$ cat src/common/odt_pkg.sv
// Shared constants and types for the termination control link
package odt_pkg;
	// Mode register selectors on the link
	localparam logic [1:0] MR_SEL_0 = 2'h0;
	localparam logic [1:0] MR_SEL_1 = 2'h1;
	localparam logic [1:0] MR_SEL_2 = 2'h2;
	localparam logic [15:0] MR_RESET = 16'h0000;
	// Field positions in the mode registers
	localparam int MR0_DLL_PD_BIT = 12;
	localparam int MR0_CL_LO = 4;
	localparam int MR1_NOM_B0 = 2;
	localparam int MR1_NOM_B1 = 6;
	localparam int MR1_NOM_B2 = 9;
	localparam int MR1_AL_LO = 3;
	localparam int MR2_CWL_LO = 3;
	localparam int MR2_WR_LO = 9;
	localparam int MR2_WR_HI = 10;
	// Latency arithmetic in clocks, and the terminated lane count
	localparam logic [4:0] CWL_BASE = 5'h05;
	localparam logic [4:0] CL_BASE = 5'h04;
	localparam logic [4:0] ODT_LAT_SUB = 5'h02;
	localparam logic [4:0] CWN4_EXTRA = 5'h04;
	localparam logic [4:0] CWN8_EXTRA = 5'h06;
	localparam logic [2:0] ODTH4 = 3'h4;
	localparam logic [2:0] ODTH8 = 3'h6;
	localparam int DELAY_DEPTH = 32;
	localparam logic [5:0] WR_CNT_MAX = 6'h3f;
	localparam int TERM_LANES = 38;
	// Host register map, then the strength select type
	localparam logic [7:0] REG_CTRL = 8'h00;
	localparam logic [7:0] REG_CMD = 8'h04;
	localparam logic [7:0] REG_STATUS = 8'h08;
	localparam int CTRL_WANT = 0;
	localparam int CTRL_DLL_OFF = 1;
	localparam int CTRL_SREF = 2;
	localparam int CTRL_CKE = 3;
	localparam int CTRL_RD_BLOCK = 4;
	localparam int CMD_WR = 0;
	localparam int CMD_BC4 = 1;
	localparam int CMD_MRS = 2;
	localparam int CMD_SEL_LO = 4;
	localparam int CMD_ADDR_LO = 16;
	localparam logic [4:0] CTRL_RESET = 5'h08;
	typedef enum logic [2:0] {
		ODT_RTT_OFF = 3'b001,
		ODT_RTT_NOM = 3'b010,
		ODT_RTT_WR = 3'b100
	} odt_rtt_type;
endpackage : odt_pkg

$ cat src/common/odt_link_if.sv
// Command-side link between the memory controller and the termination logic
`timescale 1ns/1ps
interface odt_link_if;
	logic odt;
	logic cke;
	logic sref;
	logic wr_cmd;
	logic wr_bc4;
	logic mrs_valid;
	logic [1:0] mrs_sel;
	logic [15:0] mrs_addr;
	modport device (input odt, input cke, input sref, input wr_cmd, input wr_bc4,
		input mrs_valid, input mrs_sel, input mrs_addr);
	modport host (output odt, output cke, output sref, output wr_cmd, output wr_bc4,
		output mrs_valid, output mrs_sel, output mrs_addr);
endinterface : odt_link_if

$ cat src/hw/odt_device.sv
// Device end: on-die termination control with dynamic write strength
`timescale 1ns/1ps

////////////////////////////////////////////////////////////////////////////////
// Overview of operation
// - One pin terminates all 38 data lanes
// - All-zero nominal and write bits disable termination
// - Pin low off; high on unless disabled
// - Self-refresh ignores pin, termination off
// - On/off follows pin only, no decode
// - Synchronous timing whenever loop runs locked
// - Controller keeps termination off with loop off
// - Switch on/off a latency after pin registered
// - Latency is write plus additive minus two
// - Controller holds pin high four clocks
// - After write, hold four or six clocks
// - Controller drops pin around reads
// - Termination returns when device stops driving
// - Dynamic switching enabled by write-value bits
// - Nominal and write values from mode bits
// - Nominal strength outside writes, pin-timed
// - Write strength at write latency minus two
// - Nominal again four/six plus turn-off latency
// - Controller zeroes write bits of MRS during loop off
// - Frozen-loop mode skips additive latency on the pin path; the write window keeps it
module odt_device (
	input wire logic core_clk,
	input wire logic arst_n,
	odt_link_if.device link,
	input wire logic rd_drive,
	output odt_pkg::odt_rtt_type rtt_sel,
	output logic [odt_pkg::TERM_LANES-1:0] term_lane,
	output logic [2:0] rtt_nom_code,
	output logic [1:0] rtt_wr_code,
	output logic sync_mode,
	output logic dyn_en
);
	import odt_pkg::*;

	////////////////////////////////////////////////////////////////////////////
	// Latency decode, shared by on/off and write-window paths
	function automatic logic [4:0] odt_latency(input logic [15:0] mr0, input logic [15:0] mr1,
		input logic [15:0] mr2, input logic use_al);
		logic [4:0] cwl;
		logic [4:0] cl;
		logic [4:0] al;
		cwl = CWL_BASE + {2'b00, mr2[MR2_CWL_LO +: 3]};
		cl = CL_BASE + {2'b00, mr0[MR0_CL_LO +: 3]};
		case (mr1[MR1_AL_LO +: 2])
			2'b01: al = cl - 5'h01;
			2'b10: al = cl - 5'h02;
			default: al = 5'h00;
		endcase
		if (!use_al) begin
			al = 5'h00;
		end
		odt_latency = cwl + al - ODT_LAT_SUB;
	endfunction : odt_latency

	////////////////////////////////////////////////////////////////////////////
	// Mode registers, loaded by mode register set
	logic [15:0] mr0;
	logic [15:0] mr1;
	logic [15:0] mr2;

	always_ff @(posedge core_clk or negedge arst_n) begin
		if (!arst_n) begin
			mr0 <= MR_RESET;
			mr1 <= MR_RESET;
			mr2 <= MR_RESET;
		end else if (link.mrs_valid) begin
			if (link.mrs_sel == MR_SEL_0) begin
				mr0 <= link.mrs_addr;
			end
			if (link.mrs_sel == MR_SEL_1) begin
				mr1 <= link.mrs_addr;
			end
			if (link.mrs_sel == MR_SEL_2) begin
				mr2 <= link.mrs_addr;
			end
		end
	end

	////////////////////////////////////////////////////////////////////////////
	// Mode decode
	wire logic [2:0] nom_code = {mr1[MR1_NOM_B2], mr1[MR1_NOM_B1], mr1[MR1_NOM_B0]};
	wire logic [1:0] wr_code = mr2[MR2_WR_HI:MR2_WR_LO];
	wire logic odt_enabled = (nom_code != 3'h0) || (wr_code != 2'h0);
	wire logic dyn_on = (wr_code != 2'h0);
	// Loop frozen only in precharge power-down with the slow-exit setting
	wire logic loop_frozen = !link.cke && !link.sref && !mr0[MR0_DLL_PD_BIT];
	wire logic sync_now = !loop_frozen;
	// Frozen mode drops the additive latency from the pin path
	wire logic [4:0] pin_lat = odt_latency(mr0, mr1, mr2, sync_now);
	wire logic [4:0] wr_lat = odt_latency(mr0, mr1, mr2, 1'b1);

	////////////////////////////////////////////////////////////////////////////
	// Pin path: sampled pin delayed by the turn-on/turn-off latency
	logic pin_late;

	odt_delay_line u_pin_delay (
		.core_clk(core_clk),
		.arst_n(arst_n),
		.din(link.odt),
		.tap(pin_lat - 5'h01),
		.dout(pin_late)
	);

	////////////////////////////////////////////////////////////////////////////
	// Write window: counts clocks since the last registered write
	logic [5:0] wr_cnt;
	logic wr_active;
	logic wr_bc4;
	wire logic [5:0] cnw_at = {1'b0, wr_lat};
	wire logic [5:0] cwn_at = {1'b0, wr_lat} + {1'b0, (wr_bc4 ? CWN4_EXTRA : CWN8_EXTRA)};
	wire logic [5:0] next_wr_cnt = (wr_cnt == WR_CNT_MAX) ? wr_cnt : wr_cnt + 6'h01;
	wire logic in_wr_window = wr_active && (wr_cnt >= cnw_at) && (wr_cnt < cwn_at);

	always_ff @(posedge core_clk or negedge arst_n) begin
		if (!arst_n) begin
			wr_cnt <= 6'h00;
			wr_active <= 1'b0;
			wr_bc4 <= 1'b0;
		end else if (link.wr_cmd) begin
			// A newer write restarts the window; every write variant counts
			wr_cnt <= 6'h01;
			wr_active <= 1'b1;
			wr_bc4 <= link.wr_bc4;
		end else begin
			wr_cnt <= next_wr_cnt;
			if (wr_cnt >= cwn_at) begin
				wr_active <= 1'b0;
			end
		end
	end

	////////////////////////////////////////////////////////////////////////////
	// Strength selection
	logic term_state;
	wire logic term_allowed = pin_late && odt_enabled && !link.sref;
	// Device output drive has priority; release follows drive end directly
	wire logic term_gate = term_allowed && !rd_drive;
	wire logic use_wr = dyn_on && in_wr_window;
	odt_rtt_type next_rtt_sel;

	always_comb begin
		next_rtt_sel = ODT_RTT_OFF;
		if (term_gate) begin
			if (use_wr) begin
				next_rtt_sel = ODT_RTT_WR;
			end else if (nom_code != 3'h0) begin
				next_rtt_sel = ODT_RTT_NOM;
			end else begin
				next_rtt_sel = ODT_RTT_OFF;
			end
		end
	end

	always_ff @(posedge core_clk or negedge arst_n) begin
		if (!arst_n) begin
			rtt_sel <= ODT_RTT_OFF;
			term_state <= 1'b0;
			rtt_nom_code <= 3'h0;
			rtt_wr_code <= 2'h0;
			sync_mode <= 1'b1;
			dyn_en <= 1'b0;
		end else begin
			rtt_sel <= next_rtt_sel;
			term_state <= (next_rtt_sel != ODT_RTT_OFF);
			rtt_nom_code <= nom_code;
			rtt_wr_code <= wr_code;
			sync_mode <= sync_now;
			dyn_en <= dyn_on;
		end
	end

	////////////////////////////////////////////////////////////////////////////
	// One switch per terminated line: 32 DQ, 2x2 DQS, 2 DM
	// Lanes share one flop; a per-lane copy would only add area
	genvar lane;
	generate
		for (lane = 0; lane < TERM_LANES; lane++) begin : g_lane
			assign term_lane[lane] = term_state;
		end
	endgenerate

	// Loop-off operation relies on the controller keeping termination off
	// and dynamic switching disabled beforehand.
endmodule : odt_device

$ cat src/hw/odt_delay_line.sv
// Selectable-tap delay line, output registered
`timescale 1ns/1ps
module odt_delay_line (
	input wire logic core_clk,
	input wire logic arst_n,
	input wire logic din,
	input wire logic [4:0] tap,
	output logic dout
);
	import odt_pkg::*;
	logic [DELAY_DEPTH-1:0] stage;
	wire logic tap_bit = (tap == 5'h00) ? din : stage[tap - 5'h01];

	always_ff @(posedge core_clk or negedge arst_n) begin
		if (!arst_n) begin
			stage <= '0;
			dout <= 1'b0;
		end else begin
			stage <= {stage[DELAY_DEPTH-2:0], din};
			dout <= tap_bit;
		end
	end
endmodule : odt_delay_line

$ cat src/flat_wrapper.sv
// flat-port wrapper written by rule: the top's interface ports become plain ports
module odt_device_flat import odt_pkg::*;
  (core_clk, arst_n, rd_drive, rtt_sel, term_lane, rtt_nom_code, rtt_wr_code, sync_mode, dyn_en, link_odt, link_cke, link_sref, link_wr_cmd, link_wr_bc4, link_mrs_valid, link_mrs_sel, link_mrs_addr);
  odt_link_if link_i ();
  input wire logic core_clk;
  input wire logic arst_n;
  input wire logic rd_drive;
  output odt_pkg::odt_rtt_type rtt_sel;
  output logic [odt_pkg::TERM_LANES-1:0] term_lane;
  output logic [2:0] rtt_nom_code;
  output logic [1:0] rtt_wr_code;
  output logic sync_mode;
  output logic dyn_en;
  input wire logic [$bits(link_i.odt)-1:0] link_odt;
  input wire logic [$bits(link_i.cke)-1:0] link_cke;
  input wire logic [$bits(link_i.sref)-1:0] link_sref;
  input wire logic [$bits(link_i.wr_cmd)-1:0] link_wr_cmd;
  input wire logic [$bits(link_i.wr_bc4)-1:0] link_wr_bc4;
  input wire logic [$bits(link_i.mrs_valid)-1:0] link_mrs_valid;
  input wire logic [$bits(link_i.mrs_sel)-1:0] link_mrs_sel;
  input wire logic [$bits(link_i.mrs_addr)-1:0] link_mrs_addr;
  assign link_i.odt = link_odt;
  assign link_i.cke = link_cke;
  assign link_i.sref = link_sref;
  assign link_i.wr_cmd = link_wr_cmd;
  assign link_i.wr_bc4 = link_wr_bc4;
  assign link_i.mrs_valid = link_mrs_valid;
  assign link_i.mrs_sel = link_mrs_sel;
  assign link_i.mrs_addr = link_mrs_addr;
  odt_device u_core (.core_clk(core_clk), .arst_n(arst_n), .link(link_i), .rd_drive(rd_drive), .rtt_sel(rtt_sel), .term_lane(term_lane), .rtt_nom_code(rtt_nom_code), .rtt_wr_code(rtt_wr_code), .sync_mode(sync_mode), .dyn_en(dyn_en));
endmodule
$ cat config.mk
export PLATFORM = sky130hd
export DESIGN_NAME = odt_device_flat
export DESIGN_NICKNAME = d
export VERILOG_FILES = /design/src/common/odt_pkg.sv /design/src/common/odt_link_if.sv /design/src/hw/odt_device.sv /design/src/hw/odt_delay_line.sv /design/src/flat_wrapper.sv
export SDC_FILE = /design/constraint.sdc
export NUM_CORES = 1
export LEC_CHECK = 0
export BUFFER_PORTS_ARGS = -buffer_cell sky130_fd_sc_hd__buf_4
export CORE_MARGIN = 4
export CORE_UTILIZATION = 35
export CTS_BUF_LIST = sky130_fd_sc_hd__clkbuf_4 sky130_fd_sc_hd__clkbuf_8 sky130_fd_sc_hd__clkbuf_16
export DETAILED_ROUTE_END_ITERATION = 8
export GPL_TIMING_DRIVEN = 0
export SYNTH_ARGS = -nofsm -noshare
export SYNTH_HDL_FRONTEND = slang
export SYNTH_SLANG_ARGS = --single-unit
$ cat constraint.sdc
create_clock -name core_clk -period 6 [get_ports core_clk]
set_clock_uncertainty 0.1 [all_clocks]
set_input_delay 0.9 -clock core_clk [delete_from_list [all_inputs] [get_ports core_clk]]
set_output_delay 0.9 -clock core_clk [all_outputs]
set_load 0.01 [all_outputs]
==> results of run 1 <==
-- final cells by class --
| class | instances | area (µm²) |
|---|---|---|
| clock inverter | 7 | 82.58 |
| tap | 133 | 166.4 |
| buffer | 41 | 296.5 |
| fill | 904 | 5400 |
| inverter | 30 | 112.6 |
| clock buffer | 9 | 123.9 |
| multi-input combinational | 155 | 1450 |
| timing repair buffer | 65 | 488.0 |
| sequential | 66 | 1654 |
-- power groups by stage --
stage / registers [mW] / logic [mW] / clock network, mW
6_report: 0.540 / 1.09 / 0.382
2_1_floorplan: 0.544 / 0.833 / 0
5_1_grt: 0.549 / 1.23 / 0.419
4_1_cts: 0.542 / 1.12 / 0.400
3_3_place_gp: 0.548 / 1.09 / 0
3_5_place_dp: 0.551 / 1.11 / 0
-- cell usage after synthesis, drive strengths merged, types with 3 or more instances --
cell    instances  area (µm²)
dfrtp          64        1602
buf            39       289.0
ha             35       437.9
inv            30       112.6
mux2           13       146.4
nand2          11       41.29
mux2i          10       100.1
nor2           10       37.54
xnor2           9       78.83
mux4            8       183.9
a21oi           7       35.03
o21ai           7       35.03
a21o            6       45.04
nand3           5       25.02
nand2b          4       25.02
and3            3       20.02
nor2b           3       18.77
or3             3       18.77
xor2            3       45.05
-- kinds of logic after synthesis --
logic type      after synthesis  synth area share
buf+inv                      71            0.1165
flops                        66            0.4708
simple gates                 46           0.06624
fa+ha+maj                    37            0.1360
mux                          31            0.1225
compound gates               29           0.05271
xor+xnor                     12           0.03526
-- state kept, by name, indices dropped and copies added, names as in the netlist --
| name | cells |
|---|---|
| u_core.rtt_wr_code | 2 |
| u_core.wr_active | 1 |
| u_core.term_state | 1 |
| u_core.mr1 | 5 |
| u_core.dyn_en | 1 |
| u_core.wr_bc4 | 1 |
| u_core.rtt_nom_code | 3 |
| u_core.u_pin_delay.dout | 1 |
| u_core.mr0 | 4 |
| u_core.sync_mode | 1 |
| u_core.rtt_sel | 3 |
| u_core.u_pin_delay.stage | 32 |
| u_core.mr2 | 5 |
| u_core.wr_cnt | 6 |
-- per-stage QoR --
step	util	hold slack (ns)	setup slack, ns	instance area [µm²]
after CTS	0.4475	0.2686	1.627	4374
final	0.4475	0.2669	1.675	4374
after detailed placement	0.4264	0.2585	1.656	4168
after global placement	0.4264	0.2530	1.680	4168
after global routing	0.4475	0.2854	1.251	4374
after floorplan	-	0.2488	2.035	3513
-- path summary, 6_finish.rpt --
check / start / endpoint / cells past startpoint
max: u_core.mr0[5]$_DFFE_PN0P_ / u_core.rtt_sel[0]$_DFF_PN1_ / 18
min: u_core.u_pin_delay.stage[2]$_DFF_PN0_ / u_core.u_pin_delay.stage[3]$_DFF_PN0_ / 0
max reg2reg: u_core.mr0[5]$_DFFE_PN0P_ / u_core.rtt_sel[0]$_DFF_PN1_ / 18
min reg2reg: u_core.u_pin_delay.stage[2]$_DFF_PN0_ / u_core.u_pin_delay.stage[3]$_DFF_PN0_ / 0
max in group asynchronous: arst_n / u_core.u_pin_delay.stage[21]$_DFF_PN0_ / 1
min in group asynchronous: arst_n / u_core.mr2[9]$_DFFE_PN0P_ / 1
-- critical path, stage by stage, from the launching register on --
cell and delay, ns:
dfrtp_1 0.38, inv_1 0.14, ha_1 0.25, inv_1 0.06
a22oi_1 0.05, or2_2 0.29, ha_1 0.27, inv_1 0.04
ha_1 0.22, fa_1 0.39, xnor2_1 0.35, a21oi_1 0.09
xnor2_1 0.15, ha_1 0.30, nor2b_1 0.13, o21ai_0 0.22
o2111ai_1 0.21, or3_1 0.43, o21a_1 0.18
-- metal layers --
metal | track usage | vias up | share of wire
met5 | 0 | - | 0
met4 | 0.03517 | 0 | 0.0047
met3 | 0.03881 | 2 | 0.068
met2 | 0.1887 | 56 | 0.48
met1 | 0.1425 | 1051 | 0.45
li1 | - | 1107 | -
==> qor.yml, run 1 <==
logic_synthesis:
  postSynthCellCount: 292
  yosysWarnings: 0
  synth_cell_types: 40
  avgSynthCellArea_um2: 12.03
  async_flop_share: 1.000
  ys_seq_elements: 66
  synth_top_flop_cell: "dfrtp_1"
  ys_seq_area_frac: 0.4708
  synth_edf_count: 0
  synth_nets: 356
  syn_area_um2: 3513
power:
  clock_power_share: 0.189
  pwr-share-seq: 0.268
  powerDensity_nw_per_um2: 461.3
  ir_drop_mv: 0.2056
  pwr-share-comb: 0.543
  power_mw: 2.018
  switchingPower_mw: 0.7322
  p_int_mw: 1.286
  switching_share: 0.3629
  p_leak_nw: 2.227
worst_setup_path:
  regToRegSetupSlack_ns: 1.68
  end_kind: "flop"
  critPathKind: "reg -> reg"
  required_ns: 6.17
  cp-start-kind: "flop"
  cp_max_fo: 5
  critPathArrivalTime_ns: 4.50
sta:
  rsz0062_at_grt: "false"
  fin_tns_setup_ns: 0
  hold_viol_final: 0
  min_period_ns: 4.325
  fmax_mhz: 231.2
  timing.final.crit_share: 0.7208
  worst_pin_slew_ns: 1.033
  maxSlewHeadroom: 0.3112
  final_max_slew_viol_count: 0
  finalSetupViolCount: 0
drt:
  drc: 0
  vias_per_cell: 4.379
  wl_per_cell_um: 12.55
  num_vias: 2216
  dr.pass1.iters: 4
  postRouteAntennaNets: 0
  drtIter0Drc: 77
  drt_wl_total_um: 6348
clock_tree:
  clkTransAtPathRegs_ns: 0.08
  root_buffer: "clkbuf_8"
  cts_resized: 0
  cts_setup_buffers: 0
  cts_hold_repair.buffers: 0
  clk_path_buf_depth: 2
  cts_max_level: 3
  clock_latency_ns: 0.34
  cts_tree: "built"
  numCtsBuffers: 9
  clock-sinks: 66
floorplanning:
  dieHeight_um: 108.2
  dieWidth_um: 108.2
  die_area_um2: 11710
  num_rows: 36
  core_um2: 9774
  num_io_pins: 75
  start_util: 0.3594
placed_design:
  dpl.hpwl_um: 4919
  place.gp.congestion: 0.7596
  port_buffers: 65
  placed_cells: 490
global_route:
  grt-ovfl-total: 0
  grt_start_max_net_pins: 67
  grt_pass1_vias: 2228
  track_usage: 0.1145
  grt_pass1_wl_um: 10450
  grt_antenna_before_repair: 0
layout:
  drive_gt1_frac: 0.3887
  diodes: 0
  finalNetCount: 432
  area_delta_synth_final_pct: 24.50
  mostFrequentLayoutCells: "103 x buf_4, 64 x dfrtp_1, 35 x ha_1"
  layout_commonest_cell: "buf_4"
  finalNonFillerCells: 506
job:
  maxCapViolations: 0
worst_hold_path:
  hold_path_class: "reg -> reg"
run_status:
  status: "complete, no violations"
No activity file was read; power rests on OpenSTA's default activity.
==> inputs of run 2 (changes only) <==
--- a/config.mk
+++ b/config.mk
@@ -5,6 +5,7 @@
 export SDC_FILE = /design/constraint.sdc
 export NUM_CORES = 1
 export LEC_CHECK = 0
+export ABC_AREA = 1
 export BUFFER_PORTS_ARGS = -buffer_cell sky130_fd_sc_hd__buf_4
 export CORE_MARGIN = 4
 export CORE_UTILIZATION = 35
==> constraint.sdc (replaced) <==
create_clock -name core_clk -period 3.9 [get_ports core_clk]
set_clock_uncertainty 0.1 [all_clocks]
set_input_delay 0.585 -clock core_clk [delete_from_list [all_inputs] [get_ports core_clk]]
set_output_delay 0.585 -clock core_clk [all_outputs]
set_load 0.01 [all_outputs]
==> run 2 against run 1 <==
Effect of this change:
- final cell count is 28% higher
- power is 51% higher
- global-route usage is 0.83 points higher
- register-to-register slack worse by 1.5 ns
- highest routed layer unchanged
- non-clock buffer count is 8 higher
- first-iteration DRC count is 86% higher
- fmax is 17% higher
- final area is 7.2% higher
- combinational power is 45% higher
- core utilization is 0.66 points higher
==> qor.yml, run 2 <==
run_status:
  status: "complete, no violations"
layout:
  drive_gt1_frac: 0.2922  # -0.09658
  largest_register_ffs: 32  # unchanged
  final_util: 0.4541  # +0.006610
  mostFrequentLayoutCells: "110 x buf_4, 89 x nand2_1, 64 x inv_1"
  diodes: 0  # unchanged
  finalNonFillerCells: 646  # +28%
  area_delta_synth_final_pct: 26.46
  reg.largest.list: "u_core.u_pin_delay.stage (32), u_core.wr_cnt (6)"
  largest_register: "u_core.u_pin_delay.stage"
  finalNetCount: 569  # +32%
  layout_commonest_cell: "buf_4"
logic_synthesis:
  synth_area_leaders: "dfrtp_1 43%, ha_1 12%, nand2_1 9.0%"
  postSynthCellCount: 422  # +45%
  synth_top_area_cell: "dfrtp_1"
  synth_top_area_share: 0.4320  # -0.02385
  synthMostInstantiatedCell: "nand2_1"
  synth_edf_count: 0  # unchanged
  synth_top_flop_cell: "dfrtp_1"
  yosysWarnings: 0  # unchanged
  async_flop_share: 1.000  # unchanged
  synth_common_cells: "89 x nand2_1, 65 x inv_1, 64 x dfrtp_1"
  ys_seq_area_frac: 0.4462  # -0.02463
  syn_area_um2: 3707  # +5.5%
  synth_cell_types: 28  # -30%
  ys_seq_elements: 66  # unchanged
  avgSynthCellArea_um2: 8.785  # -27%
  synth_nets: 486  # +37%
placed_design:
  place.gp.congestion: 0.7860  # +3.5%
  port_buffers: 66  # +1.5%
  placed_cells: 624  # +27%
  dpl.hpwl_um: 5478  # +11%
  post-place-ws_ns: 0.1170  # -1.539 ns
clock_tree:
  clkTransAtPathRegs_ns: 0.08  # about the same
  cts_hold_repair.buffers: 0  # unchanged
  numCtsBuffers: 9  # unchanged
  clock_latency_ns: 0.34  # about the same
  cts_max_level: 3  # unchanged
  cts_tree: "built"
  clk_path_buf_depth: 2  # unchanged
  clock-sinks: 66  # unchanged
  root_buffer: "clkbuf_8"
worst_setup_path:
  cp_max_fo: 4  # -1
  end_kind: "flop"
  cp-start-kind: "flop"
  required_ns: 4.07  # -2.10 ns
  critPathKind: "reg -> reg"
  critPathArrivalTime_ns: 3.86  # -0.64 ns
drt:
  wl_per_cell_um: 11.27  # -10%
  vias_per_cell: 4.401  # +0.49%
  drtIter0Drc: 143  # +86%
  drt_wl_total_um: 7282  # +15%
  drc: 0  # unchanged
  dr.pass1.iters: 5  # +1
  num_vias: 2843  # +28%
  postRouteAntennaNets: 0  # unchanged
sta:
  final_max_slew_viol_count: 0  # unchanged
  hold_viol_final: 0  # unchanged
  fmax_mhz: 271.4  # +17%
  finalSetupViolCount: 0  # unchanged
  maxSlewHeadroom: 0.3361  # +0.02489
  final.setup.worst_slack_ns: 0.2155  # -1.460 ns
  worst_pin_slew_ns: 0.9959  # -0.03733 ns
  min_period_ns: 3.684  # -0.6403 ns
  timing.final.crit_share: 0.9447  # +0.2239
  hold_ws_ns: 0.2368  # -0.03010 ns
worst_hold_path:
  hold_path_class: "in -> async"
floorplanning:
  core_um2: 10320  # +5.6%
  die_area_um2: 12300  # +5.1%
  num_rows: 37  # +2.8%
  dieWidth_um: 110.9  # +2.5%
  start_util: 0.3591  # about the same
  dieHeight_um: 110.9  # +2.5%
  num_io_pins: 75  # unchanged
global_route:
  track_usage: 0.1228  # +0.008300
  grt_antenna_before_repair: 0  # unchanged
  grt_pass1_vias: 2618  # +18%
  grt_start_max_net_pins: 67  # unchanged
  grt-ovfl-total: 0  # unchanged
  grt_pass1_wl_um: 12460  # +19%
power:
  p_leak_nw: 2.546  # +14%
  power_mw: 3.042  # +51%
  powerDensity_nw_per_um2: 648.9  # +41%
  ir_drop_mv: 0.2356  # +15%
job:
  maxCapViolations: 0  # unchanged
==> run 2: path summary, 6_finish.rpt <==
| path | from | to | slack [ns] | cells after the start |
|---|---|---|---|---|
| min in group core_clk | u_core.u_pin_delay.stage[15]$_DFF_PN0_ | u_core.u_pin_delay.stage[16]$_DFF_PN0_ | 0.28 | 0 |
| max in group asynchronous | arst_n | u_core.mr0[4]$_DFFE_PN0P_ | 2.92 | 1 |
| worst max register to register | u_core.mr0[5]$_DFFE_PN0P_ | u_core.rtt_sel[0]$_DFF_PN1_ | 0.22 | 21 |
| worst min-delay path | arst_n | u_core.mr0[6]$_DFFE_PN0P_ | 0.24 | 1 |
| worst max-delay path | u_core.mr0[5]$_DFFE_PN0P_ | u_core.rtt_sel[0]$_DFF_PN1_ | 0.22 | 21 |
| worst min register to register | u_core.u_pin_delay.stage[15]$_DFF_PN0_ | u_core.u_pin_delay.stage[16]$_DFF_PN0_ | 0.28 | 0 |
==> run 2: logic make-up (layout without fill, tap and decap cells) <==
family | count (synthesis) | count (layout) | synth area share
compound gates | 40 | 40 | 0.05569
xor+xnor | 8 | 8 | 0.02093
fa+ha+maj | 37 | 37 | 0.1289
buf+inv | 108 | 196 | 0.1566
flops | 66 | 66 | 0.4462
mux | 3 | 3 | 0.009112
simple gates | 160 | 160 | 0.1826
==> run 2: layout make-up <==
type	instances	area (µm²)
fillers	997	5635
flip-flops and latches	66	1655
multi-input cells	248	1520
repair buffers	72	540.5
plain buffers	42	327.8
inverters	66	252.7
well taps	136	170.2
clock buffers	10	131.4
clock inverters	6	90.09
==> run 2: metrics by stage <==
stage | TNS [ns] | instance area (µm²)
floorplan | 0 | 3707
global placement | 0 | 4373
detailed placement | 0 | 4373
CTS | 0 | 4594
global route | -0.04413 | 4688
finish | 0 | 4688
==> run 2: repair_timing <==
| item | CTS | global route |
|---|---|---|
| resized for setup | 0 | 11 |
| endpoints found under the setup margin | 0 | 5 |
| buffers inserted | 0 | 6 |
==> run 2: layer usage <==
metal / up-vias / global-route usage / share of wire
li1: 1468 / - / -
met1: 1278 / 0.1797 / 0.50
met2: 86 / 0.1752 / 0.42
met3: 11 / 0.03221 / 0.066
met4: 0 / 0.04187 / 0.017
met5: - / 0 / 0
==> run 2: where the power goes <==
group	switching (mW)	total, mW	internal (mW)
clock	0.272	0.641	0.369
combinational	0.870	1.58	0.713
sequential	0.0603	0.818	0.758
==> run 2: worst max-delay path, stage by stage (launching register included) <==
cell and delay (ns):
dfrtp_1 0.42, inv_1 0.13, ha_2 0.30, o22ai_2 0.10, nand2_1 0.09, ha_1 0.28
inv_1 0.04, ha_1 0.21, fa_1 0.48, inv_1 0.06, ha_1 0.19, inv_1 0.08
xor2_1 0.15, ha_1 0.26, nand2_1 0.07, nor2_1 0.05, o21ai_1 0.07, nand2_1 0.10
nor2_4 0.13, nand3_1 0.12, nor2_2 0.14, nor2_1 0.05
==> inputs of run 3 (changes only) <==
--- a/config.mk
+++ b/config.mk
@@ -9,7 +9,6 @@
 export BUFFER_PORTS_ARGS = -buffer_cell sky130_fd_sc_hd__buf_4
 export CORE_MARGIN = 4
 export CORE_UTILIZATION = 35
-export CTS_BUF_LIST = sky130_fd_sc_hd__clkbuf_4 sky130_fd_sc_hd__clkbuf_8 sky130_fd_sc_hd__clkbuf_16
 export DETAILED_ROUTE_END_ITERATION = 8
 export GPL_TIMING_DRIVEN = 0
 export SYNTH_ARGS = -nofsm -noshare
==> run 3 against run 2 <==
Effect of this change:
- final area about the same
- clock power decreased by 1%
- highest routed layer unchanged
- largest cell class unchanged
- final cell count unchanged
==> qor.yml, run 3 (same netlist as run 2, synthesis figures left out) <==
floorplanning:
  dieHeight_um: 110.9  # unchanged
  core_um2: 10320  # unchanged
  num_io_pins: 75  # unchanged
  dieWidth_um: 110.9  # unchanged
  die_area_um2: 12300  # unchanged
  num_rows: 37  # unchanged
  start_util: 0.3591  # unchanged
clock_tree:
  clock-sinks: 66  # unchanged
  numCtsBuffers: 9  # unchanged
  clk_path_buf_depth: 2  # unchanged
  clock_latency_ns: 0.34  # about the same
  root_buffer: "clkbuf_8"
  cts_tree: "built"
  cts_max_level: 3  # unchanged
  clkTransAtPathRegs_ns: 0.07  # about the same
power:
  p_leak_nw: 2.542  # -0.13%
  power_mw: 3.028  # -0.47%
  powerDensity_nw_per_um2: 646.4  # -0.39%
  ir_drop_mv: 0.2332  # -1.0%
drt:
  drtIter0Drc: 157  # +9.8%
  vias_per_cell: 4.376  # -0.56%
  wl_per_cell_um: 11.25  # -0.18%
  num_vias: 2827  # -0.56%
  drc: 0  # unchanged
  postRouteAntennaNets: 0  # unchanged
  dr.pass1.iters: 4  # -1
  drt_wl_total_um: 7269  # -0.18%
layout:
  finalNetCount: 569  # unchanged
  area_delta_synth_final_pct: 26.36  # about the same
  drive_gt1_frac: 0.2902  # -0.001961
  final_util: 0.4538  # about the same
  fin_area_um2: 4684  # about the same
  largest_register_ffs: 32  # unchanged
  diodes: 0  # unchanged
  largest_register: "u_core.u_pin_delay.stage"
  mostFrequentLayoutCells: "110 x buf_4, 89 x nand2_1, 64 x inv_1"
  layout_commonest_cell: "buf_4"
  reg.largest.list: "u_core.u_pin_delay.stage (32), u_core.wr_cnt (6)"
  finalNonFillerCells: 646  # unchanged
sta:
  min_period_ns: 3.673  # -0.01142 ns
  fin_tns_setup_ns: 0  # unchanged
  final_max_slew_viol_count: 0  # unchanged
  maxSlewHeadroom: 0.3361  # about the same
  hold_viol_final: 0  # unchanged
  hold_ws_ns: 0.2125  # -0.02427 ns
  final.setup.worst_slack_ns: 0.2270  # +0.01142 ns
  finalSetupViolCount: 0  # unchanged
  fmax_mhz: 272.3  # +0.31%
  timing.final.crit_share: 0.9418  # -0.002928
  worst_pin_slew_ns: 0.9958  # -0.00008231 ns
run_status:
  status: "complete, no violations"
worst_setup_path:
  crit_slowest_cell: "fa_1"
  slowest_delay_ns: 0.48  # about the same
  critPathKind: "reg -> reg"
  cp-start-kind: "flop"
  r2r_end: "u_core.rtt_sel[0]$_DFF_PN1_"
  cp_max_fo: 4  # unchanged
  regToRegSetupSlack_ns: 0.23  # about the same
  cp-startpoint: "u_core.mr0[5]$_DFFE_PN0P_"
  r2r_cells: 21  # unchanged
  path_cells: "inv_1 -> ha_2 -> o22ai_2 -> nand2_1 -> ha_1 -> inv_1 -> ha_1 -> fa_1 -> inv_1 -> ha_1 -> inv_1 -> xor2_1 -> ha_1 -> nand2_1 -> nor2_1 -> o21ai_1 -> nand2_1 -> nor2_4 -> nand3_1 -> nor2_2 -> nor2_1"
  cp-endpoint: "u_core.rtt_sel[0]$_DFF_PN1_"
  required_ns: 4.07  # about the same
  r2r-start: "u_core.mr0[5]$_DFFE_PN0P_"
  critPathArrivalTime_ns: 3.84  # -0.02 ns
  end_kind: "flop"
global_route:
  grt_pass1_vias: 2629  # +0.42%
  grt_start_max_net_pins: 67  # unchanged
  track_usage: 0.1240  # +0.001154
  grt_pass1_wl_um: 12510  # +0.39%
  grt-ovfl-total: 0  # unchanged
  grt_antenna_before_repair: 0  # unchanged
placed_design:
  place.gp.congestion: 0.7860  # unchanged
  postPlaceCellArea_um2: 4373  # unchanged
  dpl.hpwl_um: 5478  # unchanged
  placed_cells: 624  # unchanged
  post-place-ws_ns: 0.1170  # unchanged
  port_buffers: 66  # unchanged
job:
  maxCapViolations: 0  # unchanged
worst_hold_path:
  hold_path_class: "in -> async"
run 3: routing by layer:
| layer | global-route usage | vias up | part of all wire |
|---|---|---|---|
| met5 | 0 | - | 0 |
| met4 | 0.04433 | 0 | 0.014 |
| met3 | 0.03548 | 8 | 0.063 |
| met2 | 0.1748 | 80 | 0.42 |
| met1 | 0.1803 | 1271 | 0.50 |
| li1 | - | 1468 | - |
run 3: worst max-delay path: cells and delay by family, from the launching register on:
kind	cells	cell delay (ns)
AOI/OAI and AO/OA	2	0.18
xor gates and xnor gates	1	0.15
adders and majority gates	6	1.71
buffers and inverters	4	0.31
DFF	1	0.42
and+or+nand+nor	8	0.75
run 3: where the power goes:
part           switching, mW  internal [mW]
clock                  0.270          0.362
sequential            0.0602          0.758
combinational          0.864          0.713
total                   1.19           1.83
run 3: repair_timing:
item,in CTS,in global routing
hold endpoints to repair,0,0
endpoints found under the setup margin,0,5
resized for setup,0,11
hold buffers,0,0
buffers inserted,0,6
run 3: layout make-up:
cell class,count,area [µm²]
fillers,998,5639
inverters,66,252.7
flip-flops and latches,66,1655
multi-input cells,248,1520
clock buffers,10,127.6
plain buffers,42,327.8
clock inverters,6,90.09
well taps,136,170.2
repair buffers,72,540.5
run 3: worst min-delay path by stage:
stage	startpoint	end	slack, ns	cells after the start
6_report	arst_n	u_core.wr_cnt[2]$_DFFE_PN0P_	0.21	1
4_1_cts	link_odt	u_core.u_pin_delay.stage[0]$_DFF_PN0_	0.26	1
3_5_place_dp	u_core.u_pin_delay.stage[1]$_DFF_PN0_	u_core.u_pin_delay.stage[2]$_DFF_PN0_	0.26	0
5_1_grt	link_odt	u_core.u_pin_delay.stage[0]$_DFF_PN0_	0.25	1
2_1_floorplan	arst_n	u_core.dyn_en$_DFF_PN0_	0.19	0
3_3_place_gp	u_core.u_pin_delay.stage[14]$_DFF_PN0_	u_core.u_pin_delay.stage[15]$_DFF_PN0_	0.26	0
